$ cat src/dma_ctl_pkg.sv
// Package for the DMA global control and channel event block.
// Assumes a 32-bit AXI4-Lite register bus and a single system clock.
package dma_ctl_pkg;

    // Register byte offsets
    localparam logic [7:0] OFF_GLOBAL_CTRL  = 8'h00;
    localparam logic [7:0] OFF_EVENT_CTRL   = 8'h04;
    localparam logic [7:0] OFF_SRC_SIZE     = 8'h08;
    localparam logic [7:0] OFF_SRC_PTR      = 8'h0c;
    localparam logic [7:0] OFF_IRQ_STATUS   = 8'h10;
    localparam logic [7:0] OFF_IRQ_MASK     = 8'h14;

    // Global control field positions
    localparam int POS_ENABLE  = 15;
    localparam int POS_SUSPEND = 12;
    localparam int POS_ACTIVE  = 11;

    // Event register layout: enables at 23..16, pending at 7..0
    localparam int POS_EN_LO   = 16;
    localparam int POS_PEND_LO = 0;
    localparam int NUM_EVENTS  = 8;

    // Event bit order inside each byte
    localparam int EV_SRC_DONE   = 7;
    localparam int EV_SRC_HALF   = 6;
    localparam int EV_DST_DONE   = 5;
    localparam int EV_DST_HALF   = 4;
    localparam int EV_BLOCK_DONE = 3;
    localparam int EV_CELL_DONE  = 2;
    localparam int EV_ABORT      = 1;
    localparam int EV_ADDR_ERROR = 0;

    // Reset values
    localparam logic [31:0] RST_GLOBAL_CTRL = 32'h0000_0000;
    localparam logic [31:0] RST_EVENT_CTRL  = 32'h0000_0000;
    localparam logic [15:0] RST_SRC_SIZE    = 16'h0000;
    localparam logic [15:0] RST_SRC_PTR     = 16'h0000;
    localparam logic [1:0]  RST_IRQ         = 2'h0;

    // AXI responses
    localparam logic [1:0] RESP_OKAY   = 2'h0;
    localparam logic [1:0] RESP_SLVERR = 2'h2;

endpackage

$ cat src/dma_ctl.sv
// DMA global control and per-channel event logic with AXI4-Lite slave.
// Assumes a single 100 MHz clock; event inputs come from same-clock logic.
`timescale 1ns/1ns

////////////////////////////////////////////////////////////////////////////////

// Overview of operation
// Enable bit 15 turns whole module on; the code gates only grant and active, events still set flags
// Suspend bit 12 holds off all transfers
// Active status bit 11 shows module activity
// Software skips access right after disabling
// Unimplemented control bits read as zero
// Source/destination event enables at bits 23..20
// Block, cell, abort, error enables 19..16
// Enable one permits event interrupt, zero blocks; status bit 0 still sets on any event, enabled or not
// Source done when pointer equals size
// Source half when pointer equals half size
// Eight pending flags in bits 7..0
// Enabled pending raises request; software clears
module dma_ctl
    import dma_ctl_pkg::*;
(
    // Clock, reset, enable
    input  wire logic        clk,
    input  wire logic        rst_n,
    input  wire logic        ce,
    // AXI4-Lite write address
    input  wire logic [7:0]  s_axi_awaddr,
    input  wire logic        s_axi_awvalid,
    output logic             s_axi_awready,
    // AXI4-Lite write data
    input  wire logic [31:0] s_axi_wdata,
    input  wire logic [3:0]  s_axi_wstrb,
    input  wire logic        s_axi_wvalid,
    output logic             s_axi_wready,
    // AXI4-Lite write response
    output logic [1:0]       s_axi_bresp,
    output logic             s_axi_bvalid,
    input  wire logic        s_axi_bready,
    // AXI4-Lite read address
    input  wire logic [7:0]  s_axi_araddr,
    input  wire logic        s_axi_arvalid,
    output logic             s_axi_arready,
    // AXI4-Lite read data
    output logic [31:0]      s_axi_rdata,
    output logic [1:0]       s_axi_rresp,
    output logic             s_axi_rvalid,
    input  wire logic        s_axi_rready,
    // Transfer engine side
    input  wire logic        xfer_req,
    input  wire logic        xfer_beat,
    input  wire logic        in_flight,
    output logic             xfer_grant,
    // Other channel events, one-cycle pulses
    input  wire logic        dst_done_ev,
    input  wire logic        dst_half_ev,
    input  wire logic        block_done_ev,
    input  wire logic        cell_done_ev,
    input  wire logic        abort_ev,
    input  wire logic        addr_error_ev,
    // Interrupt
    output logic             irq
);

////////////////////////////////////////////////////////////////////////////////

    typedef struct packed
    {
        logic        aw_held;
        logic [7:0]  aw_addr;
        logic        w_held;
        logic [31:0] w_data;
        logic [3:0]  w_strb;
        logic        bvalid;
        logic [1:0]  bresp;
        logic        rvalid;
        logic [1:0]  rresp;
        logic [31:0] rdata;
        logic        enable;
        logic        suspend;
        logic [7:0]  ev_en;
        logic [15:0] src_size;
        logic [15:0] src_ptr;
        logic        src_done_seen;
        logic        src_half_seen;
        logic [1:0]  irq_status;
        logic [1:0]  irq_mask;
    } ctl_state_t;

    ctl_state_t s_q;
    ctl_state_t s_d;

    logic [NUM_EVENTS-1:0] pending;
    logic [NUM_EVENTS-1:0] ev_pulse;
    logic                  chan_irq;
    logic                  active;
    logic                  wr_fire;
    logic                  pend_we;
    logic [31:0]           wmask;
    logic                  src_done_hit;
    logic                  src_half_hit;
    logic [1:0]            irq_set;
    logic [31:0]           size_wr;
    logic [31:0]           ptr_wr;
    logic [31:0]           mask_wr;

    // Byte strobes to a bit mask
    function automatic logic [31:0] strb_mask(input logic [3:0] strb);
        strb_mask = {{8{strb[3]}}, {8{strb[2]}}, {8{strb[1]}}, {8{strb[0]}}};
    endfunction

    // Merge a write under the byte mask
    function automatic logic [31:0] merge(input logic [31:0] old_v,
                                          input logic [31:0] new_v,
                                          input logic [31:0] m);
        merge = (old_v & ~m) | (new_v & m);
    endfunction

    // Offset decode, shared by reads and writes
    function automatic logic known_addr(input logic [7:0] a);
        known_addr = (a == OFF_GLOBAL_CTRL) || (a == OFF_EVENT_CTRL) ||
                     (a == OFF_SRC_SIZE) || (a == OFF_SRC_PTR) ||
                     (a == OFF_IRQ_STATUS) || (a == OFF_IRQ_MASK);
    endfunction

////////////////////////////////////////////////////////////////////////////////

    // Gate the engine by enable and suspend
    bus_gate u_gate
    (
        .module_en  (s_q.enable),
        .suspend    (s_q.suspend),
        .xfer_req   (xfer_req),
        .in_flight  (in_flight),
        .xfer_grant (xfer_grant),
        .active     (active)
    );

    // Pointer comparisons for the source events
    assign src_done_hit = (s_q.src_ptr == s_q.src_size) && !s_q.src_done_seen;
    assign src_half_hit = (s_q.src_ptr == {1'b0, s_q.src_size[15:1]})
                          && !s_q.src_half_seen && (s_q.src_size != RST_SRC_SIZE);

    // Events gathered in enable order
    always_comb
    begin
        ev_pulse                = '0;
        ev_pulse[EV_SRC_DONE]   = src_done_hit && s_q.src_size != RST_SRC_SIZE;
        ev_pulse[EV_SRC_HALF]   = src_half_hit;
        ev_pulse[EV_DST_DONE]   = dst_done_ev;
        ev_pulse[EV_DST_HALF]   = dst_half_ev;
        ev_pulse[EV_BLOCK_DONE] = block_done_ev;
        ev_pulse[EV_CELL_DONE]  = cell_done_ev;
        ev_pulse[EV_ABORT]      = abort_ev;
        ev_pulse[EV_ADDR_ERROR] = addr_error_ev;
    end

    assign wr_fire = s_q.aw_held && s_q.w_held && !s_q.bvalid;
    assign wmask   = strb_mask(s_q.w_strb);
    assign pend_we = wr_fire && (s_q.aw_addr == OFF_EVENT_CTRL) && s_q.w_strb[0];

    // Lane merges for the narrow registers; upper lanes fall away on purpose
    assign size_wr = merge({16'h0000, s_q.src_size}, s_q.w_data, wmask);
    assign ptr_wr  = merge({16'h0000, s_q.src_ptr}, s_q.w_data, wmask);
    assign mask_wr = merge({30'h0, s_q.irq_mask}, s_q.w_data, wmask);

    // Pending flags and their enables
    event_flags u_flags
    (
        .clk        (clk),
        .rst_n      (rst_n),
        .ce         (ce),
        .ev_pulse   (ev_pulse),
        .pend_we    (pend_we),
        .pend_wdata (s_q.w_data[POS_PEND_LO +: NUM_EVENTS]),
        .enables    (s_q.ev_en),
        .pending    (pending),
        .irq_req    (chan_irq)
    );

    // Sticky sources: channel request and any channel event, enabled or not
    assign irq_set = {chan_irq, |ev_pulse};

////////////////////////////////////////////////////////////////////////////////

    // Bus handshake, register writes, pointer and status
    always_comb
    begin
        s_d = s_q;

        // Capture address and data independently
        if (s_axi_awvalid && !s_q.aw_held)
        begin
            s_d.aw_held = 1'b1;
            s_d.aw_addr = s_axi_awaddr;
        end
        if (s_axi_wvalid && !s_q.w_held)
        begin
            s_d.w_held = 1'b1;
            s_d.w_data = s_axi_wdata;
            s_d.w_strb = s_axi_wstrb;
        end

        // Commit a write once both halves are held
        if (wr_fire)
        begin
            s_d.aw_held = 1'b0;
            s_d.w_held  = 1'b0;
            s_d.bvalid  = 1'b1;
            s_d.bresp   = known_addr(s_q.aw_addr) ? RESP_OKAY : RESP_SLVERR;
            case (s_q.aw_addr)
                OFF_GLOBAL_CTRL:
                begin
                    if (s_q.w_strb[1])
                    begin
                        s_d.enable  = s_q.w_data[POS_ENABLE];
                        s_d.suspend = s_q.w_data[POS_SUSPEND];
                    end
                end
                OFF_EVENT_CTRL:
                begin
                    if (s_q.w_strb[2])
                    begin
                        s_d.ev_en = s_q.w_data[POS_EN_LO +: NUM_EVENTS];
                    end
                end
                OFF_SRC_SIZE:
                begin
                    s_d.src_size      = size_wr[15:0];
                    s_d.src_done_seen = 1'b0;
                    s_d.src_half_seen = 1'b0;
                end
                OFF_SRC_PTR:
                begin
                    s_d.src_ptr       = ptr_wr[15:0];
                    s_d.src_done_seen = 1'b0;
                    s_d.src_half_seen = 1'b0;
                end
                OFF_IRQ_STATUS:
                begin
                    s_d.irq_status = s_q.irq_status & ~(s_q.w_data[1:0] & wmask[1:0]);
                end
                OFF_IRQ_MASK:
                begin
                    s_d.irq_mask = mask_wr[1:0];
                end
                default:
                begin
                    s_d.bresp = RESP_SLVERR;
                end
            endcase
        end
        if (s_q.bvalid && s_axi_bready)
        begin
            s_d.bvalid = 1'b0;
        end

        // Reads answer one cycle after the address is taken
        if (s_axi_arvalid && !s_q.rvalid)
        begin
            s_d.rvalid = 1'b1;
            s_d.rresp  = known_addr(s_axi_araddr) ? RESP_OKAY : RESP_SLVERR;
            case (s_axi_araddr)
                // Reserved positions stay zero; only the named fields are filled
                OFF_GLOBAL_CTRL:
                begin
                    s_d.rdata              = 32'h0000_0000;
                    s_d.rdata[POS_ENABLE]  = s_q.enable;
                    s_d.rdata[POS_SUSPEND] = s_q.suspend;
                    s_d.rdata[POS_ACTIVE]  = active;
                end
                OFF_EVENT_CTRL:
                begin
                    s_d.rdata                            = 32'h0000_0000;
                    s_d.rdata[POS_EN_LO +: NUM_EVENTS]   = s_q.ev_en;
                    s_d.rdata[POS_PEND_LO +: NUM_EVENTS] = pending;
                end
                OFF_SRC_SIZE:    s_d.rdata = {16'h0000, s_q.src_size};
                OFF_SRC_PTR:     s_d.rdata = {16'h0000, s_q.src_ptr};
                OFF_IRQ_STATUS:  s_d.rdata = {30'h0, s_q.irq_status};
                OFF_IRQ_MASK:    s_d.rdata = {30'h0, s_q.irq_mask};
                default:         s_d.rdata = 32'h0000_0000;
            endcase
        end
        else if (s_q.rvalid && s_axi_rready)
        begin
            s_d.rvalid = 1'b0;
        end

        // Pointer advances on each granted beat
        // A beat in the cycle of a pointer write wins, so no beat is lost
        if (xfer_beat && xfer_grant)
        begin
            s_d.src_ptr = s_q.src_ptr + 16'h0001;
        end
        if (src_done_hit)
        begin
            s_d.src_done_seen = 1'b1;
        end
        if (src_half_hit)
        begin
            s_d.src_half_seen = 1'b1;
        end

        // Set wins over the write-one clear
        s_d.irq_status = s_d.irq_status | irq_set;
    end

    // Single register stage for all state
    always_ff @(posedge clk)
    begin
        if (!rst_n)
        begin
            s_q            <= '0;
            s_q.enable     <= RST_GLOBAL_CTRL[POS_ENABLE];
            s_q.suspend    <= RST_GLOBAL_CTRL[POS_SUSPEND];
            s_q.ev_en      <= RST_EVENT_CTRL[POS_EN_LO +: NUM_EVENTS];
            s_q.src_size   <= RST_SRC_SIZE;
            s_q.src_ptr    <= RST_SRC_PTR;
            s_q.irq_status <= RST_IRQ;
            s_q.irq_mask   <= RST_IRQ;
        end
        else if (ce)
        begin
            s_q <= s_d;
        end
    end

////////////////////////////////////////////////////////////////////////////////

    // Bus outputs; ready only while the slot is free
    assign s_axi_awready = !s_q.aw_held && ce;
    assign s_axi_wready  = !s_q.w_held && ce;
    assign s_axi_bvalid  = s_q.bvalid;
    assign s_axi_bresp   = s_q.bresp;
    assign s_axi_arready = !s_q.rvalid && ce;
    assign s_axi_rvalid  = s_q.rvalid;
    assign s_axi_rdata   = s_q.rdata;
    assign s_axi_rresp   = s_q.rresp;

    // Level interrupt from unmasked sticky bits
    assign irq = |(s_q.irq_status & s_q.irq_mask);

endmodule

$ cat src/event_flags.sv
// Channel event pending flags with per-event enables.
// Assumes one-cycle event pulses from same-clock logic.
`timescale 1ns/1ns
module event_flags
    import dma_ctl_pkg::*;
(
    // Clock and reset
    input  wire logic                  clk,
    input  wire logic                  rst_n,
    input  wire logic                  ce,
    // Event pulses
    input  wire logic [NUM_EVENTS-1:0] ev_pulse,
    // Software write of the pending byte
    input  wire logic                  pend_we,
    input  wire logic [NUM_EVENTS-1:0] pend_wdata,
    input  wire logic [NUM_EVENTS-1:0] enables,
    // State
    output logic      [NUM_EVENTS-1:0] pending,
    output logic                       irq_req
);

    typedef struct packed
    {
        logic [NUM_EVENTS-1:0] pend;
    } flag_state_t;

    flag_state_t s_q;
    flag_state_t s_d;

    // Software writes the byte; a new event wins over a clear
    always_comb
    begin
        s_d = s_q;
        if (pend_we)
        begin
            s_d.pend = pend_wdata;
        end
        s_d.pend = s_d.pend | ev_pulse;
    end

    always_ff @(posedge clk)
    begin
        if (!rst_n)
        begin
            s_q <= '0;
        end
        else if (ce)
        begin
            s_q <= s_d;
        end
    end

    assign pending = s_q.pend;
    // Enabled pending flags request service
    assign irq_req = |(s_q.pend & enables);

endmodule

$ cat src/bus_gate.sv
// Transfer gate: decides whether the engine may use the data bus.
// Assumes the caller supplies a transfer request level.
`timescale 1ns/1ns
module bus_gate
(
    // Controls
    input  wire logic module_en,
    input  wire logic suspend,
    input  wire logic xfer_req,
    input  wire logic in_flight,
    // Results
    output logic      xfer_grant,
    output logic      active
);

    // Disabled or suspended module never starts a transfer
    assign xfer_grant = module_en && !suspend && xfer_req;
    // Busy while on, or while a beat is still draining
    assign active     = module_en || in_flight;

endmodule

$ cat config.mk
export PLATFORM = sky130hd
export DESIGN_NAME = dma_ctl
export DESIGN_NICKNAME = d
export VERILOG_FILES = /design/src/dma_ctl_pkg.sv /design/src/dma_ctl.sv /design/src/event_flags.sv /design/src/bus_gate.sv
export SDC_FILE = /design/constraint.sdc
export NUM_CORES = 1
export LEC_CHECK = 0
export ABC_AREA = 1
export BUFFER_PORTS_ARGS = -buffer_cell sky130_fd_sc_hd__buf_2
export CAP_MARGIN = 15
export CORE_MARGIN = 1.5
export CORE_UTILIZATION = 28
export DETAILED_ROUTE_END_ITERATION = 7
export PLACE_DENSITY = 0.56
export SYNTH_ARGS = -nofsm -noshare
export SYNTH_HDL_FRONTEND = slang
export SYNTH_SLANG_ARGS = --single-unit
$ cat constraint.sdc
create_clock -name clk -period 3.4 [get_ports clk]
set_input_delay 0.51 -clock clk [delete_from_list [all_inputs] [get_ports clk]]
set_output_delay 0.51 -clock clk [all_outputs]
set_load 0.01 [all_outputs]
; ---- Yosys cells after proc, flatten, opt, wreduce, memory -nomap -nowiden
; Cells that the tools add are included.
[classes]
addsub = 1
reduce_logical = 70
div = 0
n_lt_le_gt_ge = 0
eq_ne = 12
multipliers = 0
bitwise = 15
muxes = 21
n_shift = 0
[ops]
columns = operator, n
row1 = 24-bit one-hot mux with 6 select lines, 1
row2 = 16-bit AND, 3
row3 = 37-bit two-way mux, 1
row4 = "8-bit by 4-bit == test with 1-bit output, second input constant", 4
row5 = "8-bit by 5-bit == test with 1-bit output, second input constant", 4
row6 = 16-bit two-way mux, 2
row7 = 16-bit bitwise OR, 2
row8 = 22-bit two-way mux, 1
row9 = 2-bit nonzero test, 10
row10 = 1-bit logical AND, 19
row11 = "16-bit by 1-bit adder with 16-bit output, second input constant", 1
row12 = 16-bit by 15-bit == test with 1-bit output, 1
row13 = 16-bit == test, 1
row14 = "8-bit by 3-bit == test with 1-bit output, second input constant", 2
row15 = 8-bit zero test, 2
row16 = 16-bit NOT, 1
row17 = 2-bit AND reduction, 8
row18 = 16-bit nonzero test, 1
row19 = 8-bit OR reduction, 2
row20 = 3-bit AND reduction, 5
row21 = 2-bit two-way mux, 6
row22 = 1-bit logical OR, 11
row23 = 9-bit two-way mux, 1
row24 = 2-bit AND, 4
row25 = 11 further kinds, 26
[word_totals]
out_inout_bits = 43
latch_bits = 0
wordCells = 139
ff_bits = 140
mem_count = 0
ramBits = 0
in_bits = 69
mem_bits_ro = 0

; ---- Depth between registers and ports, before layout
; Gate-level depths: netlist of the first run.
[logic_depth]
depth_word = 10
mapped_depth = 12
mapped_depth_nobuf = 12

; ---- By module
; Synthesis of the first run repeated with hierarchy kept, for this count alone.
[unflattened]
hier_cells = 947
hier_area_um2 = 6423.7
[modules_own_cells]
columns = mod, area_per_inst_um2, cells_per_inst, seq_area_each_um2, n_inst
row1 = dma_ctl, 5931.9, 870, 2262.2, 1
row2 = event_flags, 478.0, 74, 160.2, 1
row3 = bus_gate, 13.8, 3, 0.0, 1

; ---- Worst setup path after synthesis of the first run
; Ideal clock, no wire load.
[synth_timing]
path_kind = input to register
start = in xfer_req
end = reg s_q[21] (netlist bit)
setup_slack_ns = 1.772
setup_ns = 0.119
required_time_ns = 3.281
n_path_buf = 1
t_arrival_ns = 1.509
path_stages = 10
path_cell_list = nand2_1 > nor2_2 > nand2_1 > inv_1 > nand2_1 > nand2_2 > inv_2 > buf_6 > a21oi_1 > a21oi_1
[synth_via]
elab_chain_len = 4
word_cells_on_any_way = 6
classes_between = 1 x mux / 5 x reduce/logical
[synth_lines]
columns = element, line_no
row1 = "start, declared", dma_ctl.sv:50  ; input wire logic xfer_req,
row2 = 1-bit logical AND (*), bus_gate.sv:17  ; assign xfer_grant = module_en && !suspend && xfer_req;
row3 = net xfer_grant, dma_ctl.sv:53  ; output logic xfer_grant,
row4 = 1-bit logical AND (*), dma_ctl.sv:292  ; if (xfer_beat && xfer_grant)
row5 = 2-bit nonzero test (no source line), -
row6 = 3-bit AND reduction (no source line), -
row7 = "end, declared", dma_ctl.sv:90  ; ctl_state_t s_q;
; Mark *: on every way through the listed nets, which the timed path passes. The rest lies on a longest branch.
; A chain may end at the register's enable or synchronous reset.

; ---- Worst setup path after layout of the first run
[layout_timing]
start = in ce
end = reg s_q, in the netlist s_axi_rresp[1]
[layout_via]
elab_chain_len = 1
[layout_lines]
columns = element, line_no
row1 = "start, declared", dma_ctl.sv:26  ; input wire logic ce,
row2 = 2-bit AND reduction (no source line), -
; Every way passes these cells.

==> impl_metrics.tcl, run 1 <==
set metrics [dict create \
    status "complete, no violations" \
    dr.pass1.iters 4 \
    rsz0062_at_grt "no" \
    start_util_pct 28.48 \
    period_share_pct 62.42 \
    gr-total-overflow 0 \
    die-area_um2 23870 \
    worst_hold_path.endpoint "s_q[113]$_SDFFE_PN0P_" \
    cp_max_fo 26 \
    hp-class "in2reg" \
    ys_warn_count 0 \
    yosysSeqAreaShare_pct 37.69 \
    synth-main-ff-cell "dfxtp_1" \
    hold_buffers 0 \
    via_per_inst 4.770 \
    rows 55 \
    ys_async_sr_fraction_pct 0 \
    grt_use_total_pct 16.52 \
    p_leak_nw 3.103 \
    cap_violations 0 \
    fmax_mhz 471.2 \
    numCtsBuffers 17 \
    io_pins 112 \
    setup_viol 0 \
    slew-limit-headroom_pct 35.24 \
    power_mw 3.748 \
    fin_nets 1053 \
    grt_pass1_vias 5731 \
    syn_inst 931 \
    clkSlewWorstSetupHoldPaths_ps 60 \
    p_per_area_nw_per_um2 498.1 \
    ctsResizeCount 0 \
    synthToLayoutAreaGrowth_pct 17.05 \
    yosysTopAreaCellShare_pct 37.69 \
    syn_area_um2 6427 \
    core_area_um2 22570 \
    routed_wl_um 19210 \
    tightest_slew_ps 970.4 \
    clockBufferDepth 2 \
    crit_path_start_kind "input pin" \
    grt_max_degree 56 \
    die_h_um 154.5 \
    diodes 0 \
    skew_ps 6.478 \
    place.gp.congestion 0.8928 \
    hold_slack_ps 313.3 \
    dpl_cell_area_um2 6863 \
    vias 6110 \
    wl_per_cell_um 15.00 \
    yosys.area.top_type "dfxtp_1" \
    clkSinkCount 121 \
    reg2reg_depth 9 \
    critPathRequiredTime_ps 3690 \
    grt_pass1_wl_um 30910 \
    cp-end-kind "register" \
    die_w_um 154.5 \
    first_iter_violations 463 \
    dpl.hpwl_um 14450 \
    finalHoldViolCount 0 \
    postCtsSetupRepairBufs 0 \
    instances_no_fill 1281 \
    cts_tree "built" \
    timing.rr.end "s_q[9]$_SDFFE_PN0P_" \
    stdcell_area_um2 7523 \
    synth_edf_count 0 \
    insertion_delay_ps 420 \
    drive_gt1_share_pct 17.47 \
    dp_cells 1249 \
    synth.avg_cell_area_um2 6.904 \
    ant_nets 0 \
    setup_tns_ps 0 \
    hold_depth 3 \
    hold_start "s_axi_wdata[23]" \
    synth_top_cells_by_area "dfxtp_1 38%, nand2_1 12%, a21oi_1 7.3%, o21ai_0 7.2%, nor2_1 6.5%" \
    ys_types 45 \
    critPathKind "in2reg" \
    drv_slew 0 \
    htree_levels 4 \
    io_buffer_count 92 \
    antenna_found_initial 0 \
    vdd_drop_max_uv 335.3 \
    clock_tree.root_cell "clkbuf_16" \
    drc 0 \
    synth_seq_cells 121 \
    regToRegStartpoint "s_q[47]$_SDFFE_PN0P_" \
    arrival_ps 2410 \
    r2r_slack_ps 1390 \
    min_period_ps 2122 \
]
## stage by stage
stage	setup slack, ps	utilization, %
6_report	1278	33.33
3_3_place_gp	809.6	30.40
3_5_place_dp	831.3	30.40
4_1_cts	1264	33.33
5_1_grt	1013	33.33
2_1_floorplan	1772	-
## Yosys cell counts (2+ instances only)
| cell type | n |
|---|---|
| nand3_2 | 2 |
| o21ai_0 | 92 |
| clkbuf_1 | 23 |
| xor2_1 | 3 |
| nand2_2 | 4 |
| a211oi_2 | 16 |
| buf_6 | 4 |
| a21oi_1 | 94 |
| inv_2 | 3 |
| buf_2 | 7 |
| nor3_2 | 2 |
| nor4_1 | 2 |
| nand3_1 | 42 |
| a221oi_1 | 2 |
| a22o_1 | 2 |
| xnor2_1 | 2 |
| nor2_1 | 112 |
| o22ai_1 | 10 |
| nor2_2 | 4 |
| nand4_1 | 9 |
| dfxtp_1 | 121 |
| o31ai_1 | 2 |
| nor3_1 | 9 |
| inv_1 | 87 |
| o211ai_1 | 12 |
| buf_4 | 39 |
| nor2_4 | 3 |
| nand2_1 | 206 |
## cells in the final DEF (no fill, tap or decap), types with 5 or more instances in the layout
master,n
nand2_1,206
buf_4,7
o211ai_1,12
o21ai_0,92
nand4_1,9
inv_1,86
conb_1,10
buf_2,92
o22ai_1,10
clkinv_4,6
clkbuf_16,17
bufinv_16,5
a211oi_2,16
nor2_1,112
nand3_1,42
a21oi_1,94
nor3_1,9
dfxtp_1,121
## layer usage
layer / global-route usage (%) / part of all wire, % / vias to the layer above
met5: 0 / 0 / -
met4: 6.090 / 2.4 / 0
met3: 3.446 / 4.5 / 31
met2: 24.52 / 42 / 169
met1: 23.47 / 51 / 2781
li1: - / - / 3129
## how the worst max path moves through the flow
stage | from | to | slack, ps | cells past startpoint
2_1_floorplan | xfer_req | s_q[21]$_SDFFE_PN0P_ | 1770 | 10
5_1_grt | ce | s_axi_rresp[1]$_SDFFE_PN0P_ | 1010 | 8
3_5_place_dp | ce | s_axi_rresp[1]$_SDFFE_PN0P_ | 830 | 8
3_3_place_gp | ce | s_axi_rresp[1]$_SDFFE_PN0P_ | 810 | 8
6_report | ce | s_axi_rresp[1]$_SDFFE_PN0P_ | 1280 | 8
4_1_cts | ce | s_axi_rresp[1]$_SDFFE_PN0P_ | 1260 | 8
## logic make-up after synthesis
family | synth area share [%]
adders and majority gates | 0.1946
xor gates and xnor gates | 0.6815
other | 0.05834
AOI/OAI and AO/OA | 21.28
buffers and inverters | 12.69
and+or+nand+nor | 27.41
DFF | 37.69
## cell type report
cell class                 count  area (um^2)
multi-input combinational    652         3223
timing repair buffer          99        513.0
clock inverter                14        221.5
fill                        2479        15050
tap                          285        356.6
sequential                   121         2422
clock buffer                  18        439.2
inverter                      92        347.8
## worst max-delay path, stage by stage
cell,delay (ps)
buf_2,110
inv_1,290
nor2_1,100
nand2_1,70
buf_4,270
clkinv_1,620
o21ai_0,370
a21oi_1,60
## report_power, final
part           total, mW  internal [mW]  switching (mW)
sequential          1.50           1.46          0.0406
combinational      0.222         0.0724           0.150
clock               2.03           1.33           0.701
total               3.75           2.86           0.891
Note: power is estimated with default switching activity, not from simulation.
==> run 2: changes to the inputs <==
Settings changed: PLACE_DENSITY 0.56 to 0.57.
Clock period 3.4 ns to 1.8 ns, I/O delays scaled along.
==> run 2 against run 1 <==
  * Clock skew up 2.7 ps
  * Combinational power up 110%
  * Utilization grew 0.87 points
  * Global-route usage fell by 0.12 points
  * Critical endpoint is now s_q[47]$_SDFFE_PN0P_
  * First-iteration DRC count grew 9.1%
  * Largest cell class unchanged
  * Critical path depth did not move
  * Register-to-register slack worse by 1300 ps
  * Design area increased by 2.6%
  * Setup slack lost 1200 ps
  * Power is 80% higher
  * Sequential share of layout area decreased by 0.79 points
==> impl_metrics.tcl, run 2 (same netlist as run 1, synthesis figures left out) <==
set metrics [dict create \
    status "complete, no violations" \
    cp_max_fo 5 \
    numCtsBuffers 17 \
    hold_depth 3 \
    insertion_delay_ps 420 \
    skew_ps 9.205 \
    clkSlewWorstSetupHoldPaths_ps 60 \
    start_util_pct 28.48 \
    finalHoldViolCount 0 \
    n_fill_cell 2475 \
    dpl_cell_area_um2 7091 \
    timing.rr.end "s_q[47]$_SDFFE_PN0P_" \
    critPathTopFamily "simple AND/OR/NAND/NOR gates" \
    hold_slack_ps 71.31 \
    cts_tree "built" \
    setup_tns_ps 0 \
    via_per_inst 4.749 \
    grt_max_degree 61 \
    clockPowerShare_pct 51.2 \
    critPathRequiredTime_ps 2100 \
    p_int_mw 5.158 \
    drive_gt1_share_pct 19.86 \
    routed_wl_um 19440 \
    clkSinkCount 121 \
    synthToLayoutAreaGrowth_pct 20.11 \
    cp_slowest_stage_delay_ps 380 \
    dr.pass1.iters 5 \
    p_sw_mw 1.605 \
    fmax_mhz 597.3 \
    hold_start "s_axi_wdata[21]" \
    cp_slowest_cell "dfxtp_1" \
    antenna_found_initial 0 \
    ant_nets 0 \
    setup_viol 0 \
    crit_path_start_kind "register" \
    r2r_slack_ps 130 \
    hp-class "in2reg" \
    gr-total-overflow 0 \
    p_leak_nw 3.222 \
    io_buffer_count 92 \
    p_per_area_nw_per_um2 876.1 \
    rsz0062_at_grt "yes" \
    power.share.sequential_pct 41.8 \
    period_share_pct 93.01 \
    die-area_um2 23870 \
    grt_use_total_pct 16.41 \
    core_area_um2 22570 \
    grt_pass1_wl_um 30530 \
    final_common_cell "nand2_1" \
    reg2reg_depth 8 \
    p_comb_share_pct 7.0 \
    cap_violations 0 \
    rows 55 \
    drc 0 \
    dpl.hpwl_um 14890 \
    vdd_drop_max_uv 710.0 \
    final_cell_mix "203 x nand2_1, 119 x dfxtp_1, 110 x nor2_1" \
    grt_pass1_vias 5742 \
    regToRegStartpoint "s_q[131]$_SDFFE_PN0P_" \
    wl_per_cell_um 14.87 \
    fin_util_pct 34.20 \
    io_pins 112 \
    clockBufferDepth 2 \
    min_period_ps 1674 \
    htree_levels 4 \
    first_iter_violations 505 \
    crit_path_start "s_q[131]$_SDFFE_PN0P_" \
    setup_slack_ps 125.8 \
    diodes 0 \
    stdcell_area_um2 7720 \
    fin_nets 1080 \
    die_h_um 154.5 \
    cp_cell_sequence "nand2_2 > nor2_4 > inv_4 > nor2_8 > buf_4 > nand3_1 > o21ai_0 > a21oi_1" \
    worst_hold_path.endpoint "s_q[111]$_SDFFE_PN0P_" \
    arrival_ps 1970 \
    cp-end-kind "register" \
    drv_slew 0 \
    crit_buf_inv 2 \
    critPathKind "reg2reg" \
    die_w_um 154.5 \
    place.gp.congestion 0.8648 \
    swShare_pct 23.74 \
    vias 6207 \
    dp_slack_ps 131.0 \
    clock_tree.root_cell "clkbuf_16" \
]
-- run 2: cell count changes in the layout (fill, tap and decap cells not counted), sizes merged --
cell      before  now
bufinv         5    3
inv           92   91
clkinvlp       0    2
clkinv         9    4
clkbuf        18   23
buf           99  126
-- run 2: metal layers --
layer  share of wire, %  global-route usage, %
met1                 50                  23.16
met5                  0                      0
met4                1.7                  5.678
met3                5.7                  3.474
met2                 43                  24.67
-- run 2: layout make-up --
type | instances | area [um^2] | area share (%)
flip-flops and latches | 121 | 2425 | 31.41
repair buffers | 126 | 740.7 | 9.595
clock inverters | 8 | 120.1 | 1.556
clock buffers | 23 | 467.9 | 6.062
inverters | 92 | 347.8 | 4.506
multi-input cells | 652 | 3262 | 42.25
well taps | 285 | 356.6 | 4.619
-- run 2: worst max-delay path by stage --
stage                                            endpoint  slack [ps]  depth (start not counted)
after global routing      u_flags.pending[6]$_SDFFE_PN0P_         -40                         10
final                                s_q[47]$_SDFFE_PN0P_         130                          8
after detailed placement             s_q[18]$_SDFFE_PN0P_         130                          8
after global placement               s_q[18]$_SDFFE_PN0P_         140                          8
after floorplan                      s_q[43]$_SDFFE_PN0P_         350                          8
after CTS                            s_q[18]$_SDFFE_PN0P_         110                          8
-- run 2: worst register-to-register path, stage by stage (launching register included) --
cell	delay, ps
dfxtp_1	380
nand2_2	80
nor2_4	130
inv_4	80
nor2_8	110
buf_4	150
nand3_1	270
o21ai_0	290
a21oi_1	60
-- run 2: through the flow --
stage / cells / power [mW]
detailed placement: 1276 / 3.348
global placement: 1276 / 3.344
global route: 1307 / 6.980
floorplan: 940 / 3.143
CTS: 1307 / 6.815
finish: 1307 / 6.763
-- run 2: power by group through the flow --
| stage | combinational, mW | clock, mW | sequential [mW] |
|---|---|---|---|
| 4_1_cts | 0.471 | 3.52 | 2.82 |
| 3_5_place_dp | 0.468 | 0 | 2.88 |
| 2_1_floorplan | 0.291 | 0 | 2.85 |
| 6_report | 0.475 | 3.46 | 2.83 |
| 3_3_place_gp | 0.465 | 0 | 2.88 |
| 5_1_grt | 0.529 | 3.62 | 2.83 |
-- run 2: repair_timing --
item | CTS | global route
hold buffers | 0 | 0
gates resized for setup | 0 | 11
hold endpoints to repair | 0 | 0
buffers inserted | 0 | 0
setup endpoints to repair | 0 | 13
==> run 3: changes to the inputs <==
Settings changed: GPL_TIMING_DRIVEN from default to 0, SYNTH_HIERARCHICAL from default to 1.
==> run 3 against run 2 <==
  * Setup slack lost 100 ps
  * Clock skew decreased by 0.87 ps
  * Critical path depth grew 2
  * Die area is essentially flat
  * Maximum frequency shrank 5.7%
  * Clock power increased by 11%
  * Synthesized cell count is 1.7% higher
  * Sequential cell count is the same
  * Via count rose by 8.4%
  * Non-clock buffer count grew 56
  * Sequential share of layout area decreased by 1.5 points
  * Power increased by 5.5%
  * Highest routed layer unchanged
==> impl_metrics.tcl, run 3 <==
set metrics [dict create \
    clock_tree.root_cell "clkbuf_16" \
    gr-total-overflow 0 \
    swShare_pct 22.97 \
    regToRegStartpoint "s_q[129]$_SDFFE_PN0P_" \
    rsz0062_at_grt "yes" \
    arrival_ps 2140 \
    dr.pass1.iters 7 \
    ant_nets 0 \
    die_h_um 154.5 \
    tightest_slew_ps 739.5 \
    status "complete, no violations" \
    die_w_um 154.5 \
    wl_per_cell_um 15.65 \
    critPathKind "reg2reg" \
    io_pins 112 \
    synth-main-ff-cell "dfxtp_1" \
    htree_levels 4 \
    cp_max_fo 7 \
    start_util_pct 28.46 \
    syn_inst 947 \
    yosysSeqAreaShare_pct 37.71 \
    synth_top_cells_by_area "dfxtp_1 38%, nand2_1 14%, a21oi_1 7.8%, o21ai_0 6.4%, buf_4 4.8%" \
    numCtsBuffers 17 \
    place.gp.congestion 0.9207 \
    grt_pass1_vias 6104 \
    fin_nets 1146 \
    min_period_ps 1775 \
    cp_slowest_stage_delay_ps 330 \
    die-area_um2 23860 \
    yosysTopAreaCellShare_pct 37.71 \
    diodes 0 \
    cp_slowest_cell "dfxtp_2" \
    p_per_area_nw_per_um2 875.6 \
    clockBufferDepth 2 \
    final_common_cell "nand2_1" \
    finalHoldViolCount 0 \
    fin_util_pct 36.10 \
    p_sw_mw 1.639 \
    vdd_drop_max_uv 666.7 \
    yosys-top-cells-count "245 x nand2_1, 121 x dfxtp_1, 100 x a21oi_1, 82 x o21ai_0" \
    grt_max_degree 17 \
    synth_most_common_cell "nand2_1" \
    clockPowerShare_pct 53.9 \
    p_comb_share_pct 6.8 \
    syn_area_um2 6424 \
    io_buffer_count 90 \
    drv_slew 0 \
    vias 6729 \
    fmax_mhz 563.5 \
    hp-class "in2reg" \
    setup_viol 0 \
    setup_tns_ps 0 \
    ys_async_sr_fraction_pct 0 \
    ys_types 48 \
    grt_pass1_wl_um 33130 \
    ys_warn_count 6 \
    dpl.hpwl_um 16510 \
    p_int_mw 5.497 \
    rows 55 \
    synth_seq_cells 121 \
    skew_ps 8.333 \
    cts_tree "built" \
    clkSinkCount 121 \
    drive_gt1_share_pct 21.69 \
    yosys.area.top_type "dfxtp_1" \
    hold_start "s_axi_rready" \
    slew-limit-headroom_pct 50.70 \
    synth.avg_cell_area_um2 6.783 \
    via_per_inst 4.901 \
    synth_edf_count 0 \
    instances_no_fill 1373 \
    period_share_pct 98.58 \
    first_iter_violations 578 \
    power_mw 7.136 \
    grt_use_total_pct 17.92 \
    final_cell_mix "241 x nand2_1, 111 x dfxtp_1, 100 x a21oi_1" \
    critPathRequiredTime_ps 2170 \
    cp-end-kind "register" \
    dp_cells 1331 \
    cap_violations 0 \
    antenna_found_initial 0 \
    drc 0 \
    cp_cell_sequence "nor3_4 > nand2_2 > or2_4 > nor3_4 > buf_6 > buf_4 > nand3_1 > nand3_1 > nand2_1 > inv_1" \
    routed_wl_um 21490 \
    core_area_um2 22570 \
    clkSlewWorstSetupHoldPaths_ps 60 \
    power.share.sequential_pct 39.3 \
    p_leak_nw 3.551 \
    crit_path_start "s_q[129]$_SDFFE_PN0P_" \
    synthToLayoutAreaGrowth_pct 26.86 \
    crit_path_start_kind "register" \
    insertion_delay_ps 430 \
]
## run 3: cell types whose count changed after synthesis, moves of 10 or more
| cell | change |
|---|---|
| o21ai_1 | +14 |
| nor2_1 | -35 |
| nand3_1 | +14 |
| o21ai_0 | -10 |
| a211oi_2 | -16 |
| inv_1 | -10 |
| nand2_1 | +39 |
## run 3: per-stage QoR
stage                     cell area [um^2]  hold WS [ps]  worst slack (ps)
after global routing                  8149         113.9            -45.19
after floorplan                       6457         428.1             184.5
after detailed placement              7264         444.4            -310.0
final                                 8149         110.5             25.49
after global placement                7264         438.5            -297.6
after CTS                             7950         107.2            -4.941
## run 3: layer usage
layer | global-route usage, % | vias to the layer above | share of wire (%)
met5 | 0 | - | 0
met4 | 6.593 | 0 | 2.0
met3 | 3.082 | 31 | 6.1
met2 | 27.43 | 245 | 45
met1 | 25.18 | 3097 | 47
li1 | - | 3356 | -
## run 3: worst paths after layout
check | end | slack, ps | depth (start not counted)
setup / recovery | u_flags/pending[6]$_SDFFE_PN0P_ | 30 | 10
hold / removal | s_axi_rvalid$_SDFFE_PN0P_ | 110 | 4
setup reg to reg | u_flags/pending[6]$_SDFFE_PN0P_ | 30 | 10
hold reg to reg | s_q[40]$_SDFFE_PN0P_ | 450 | 2
## run 3: power groups by stage
stage,Sequential [mW],Combinational [mW],Clock (mW)
floorplan,2.84,0.292,0
global placement,2.86,0.463,0
detailed placement,2.86,0.468,0
CTS,2.81,0.472,3.88
global route,2.81,0.543,4.02
finish,2.81,0.486,3.84
## run 3: kinds of logic after synthesis
family                   synth area share, %
AND/OR/NAND/NOR                        28.69
flip-flops                             37.71
XOR/XNOR                               1.091
other                                0.05838
adder cells (fa/ha/maj)               0.1947
AO/OA/AOI/OAI                          19.48
buffers and inverters                  12.78
## run 3: critical path: cells and delay by family (launching register included)
family        cells  cell delay, ps
simple gates      7            1050
buf+inv           3             320
flops             1             330
## run 3: area by class of cell
class | count | area (um^2)
Buffer | 80 | 526.8
Clock buffer | 18 | 429.2
Clock inverter | 13 | 226.5
Fill cell | 2465 | 14420
Inverter | 80 | 300.3
Multi-Input combinational cell | 674 | 3312
Sequential cell | 121 | 2440
Tap cell | 285 | 356.6
Timing Repair Buffer | 102 | 558.0
## run 3: repair_timing
| action | in CTS | in global routing |
|---|---|---|
| endpoints found under the setup margin | 30 | 42 |
| pin swaps | 1 | 10 |
| hold buffers | 0 | 0 |
| gates resized for setup | 9 | 36 |
| hold endpoints to repair | 0 | 0 |
| cloned | 0 | 1 |
| setup buffers | 0 | 11 |
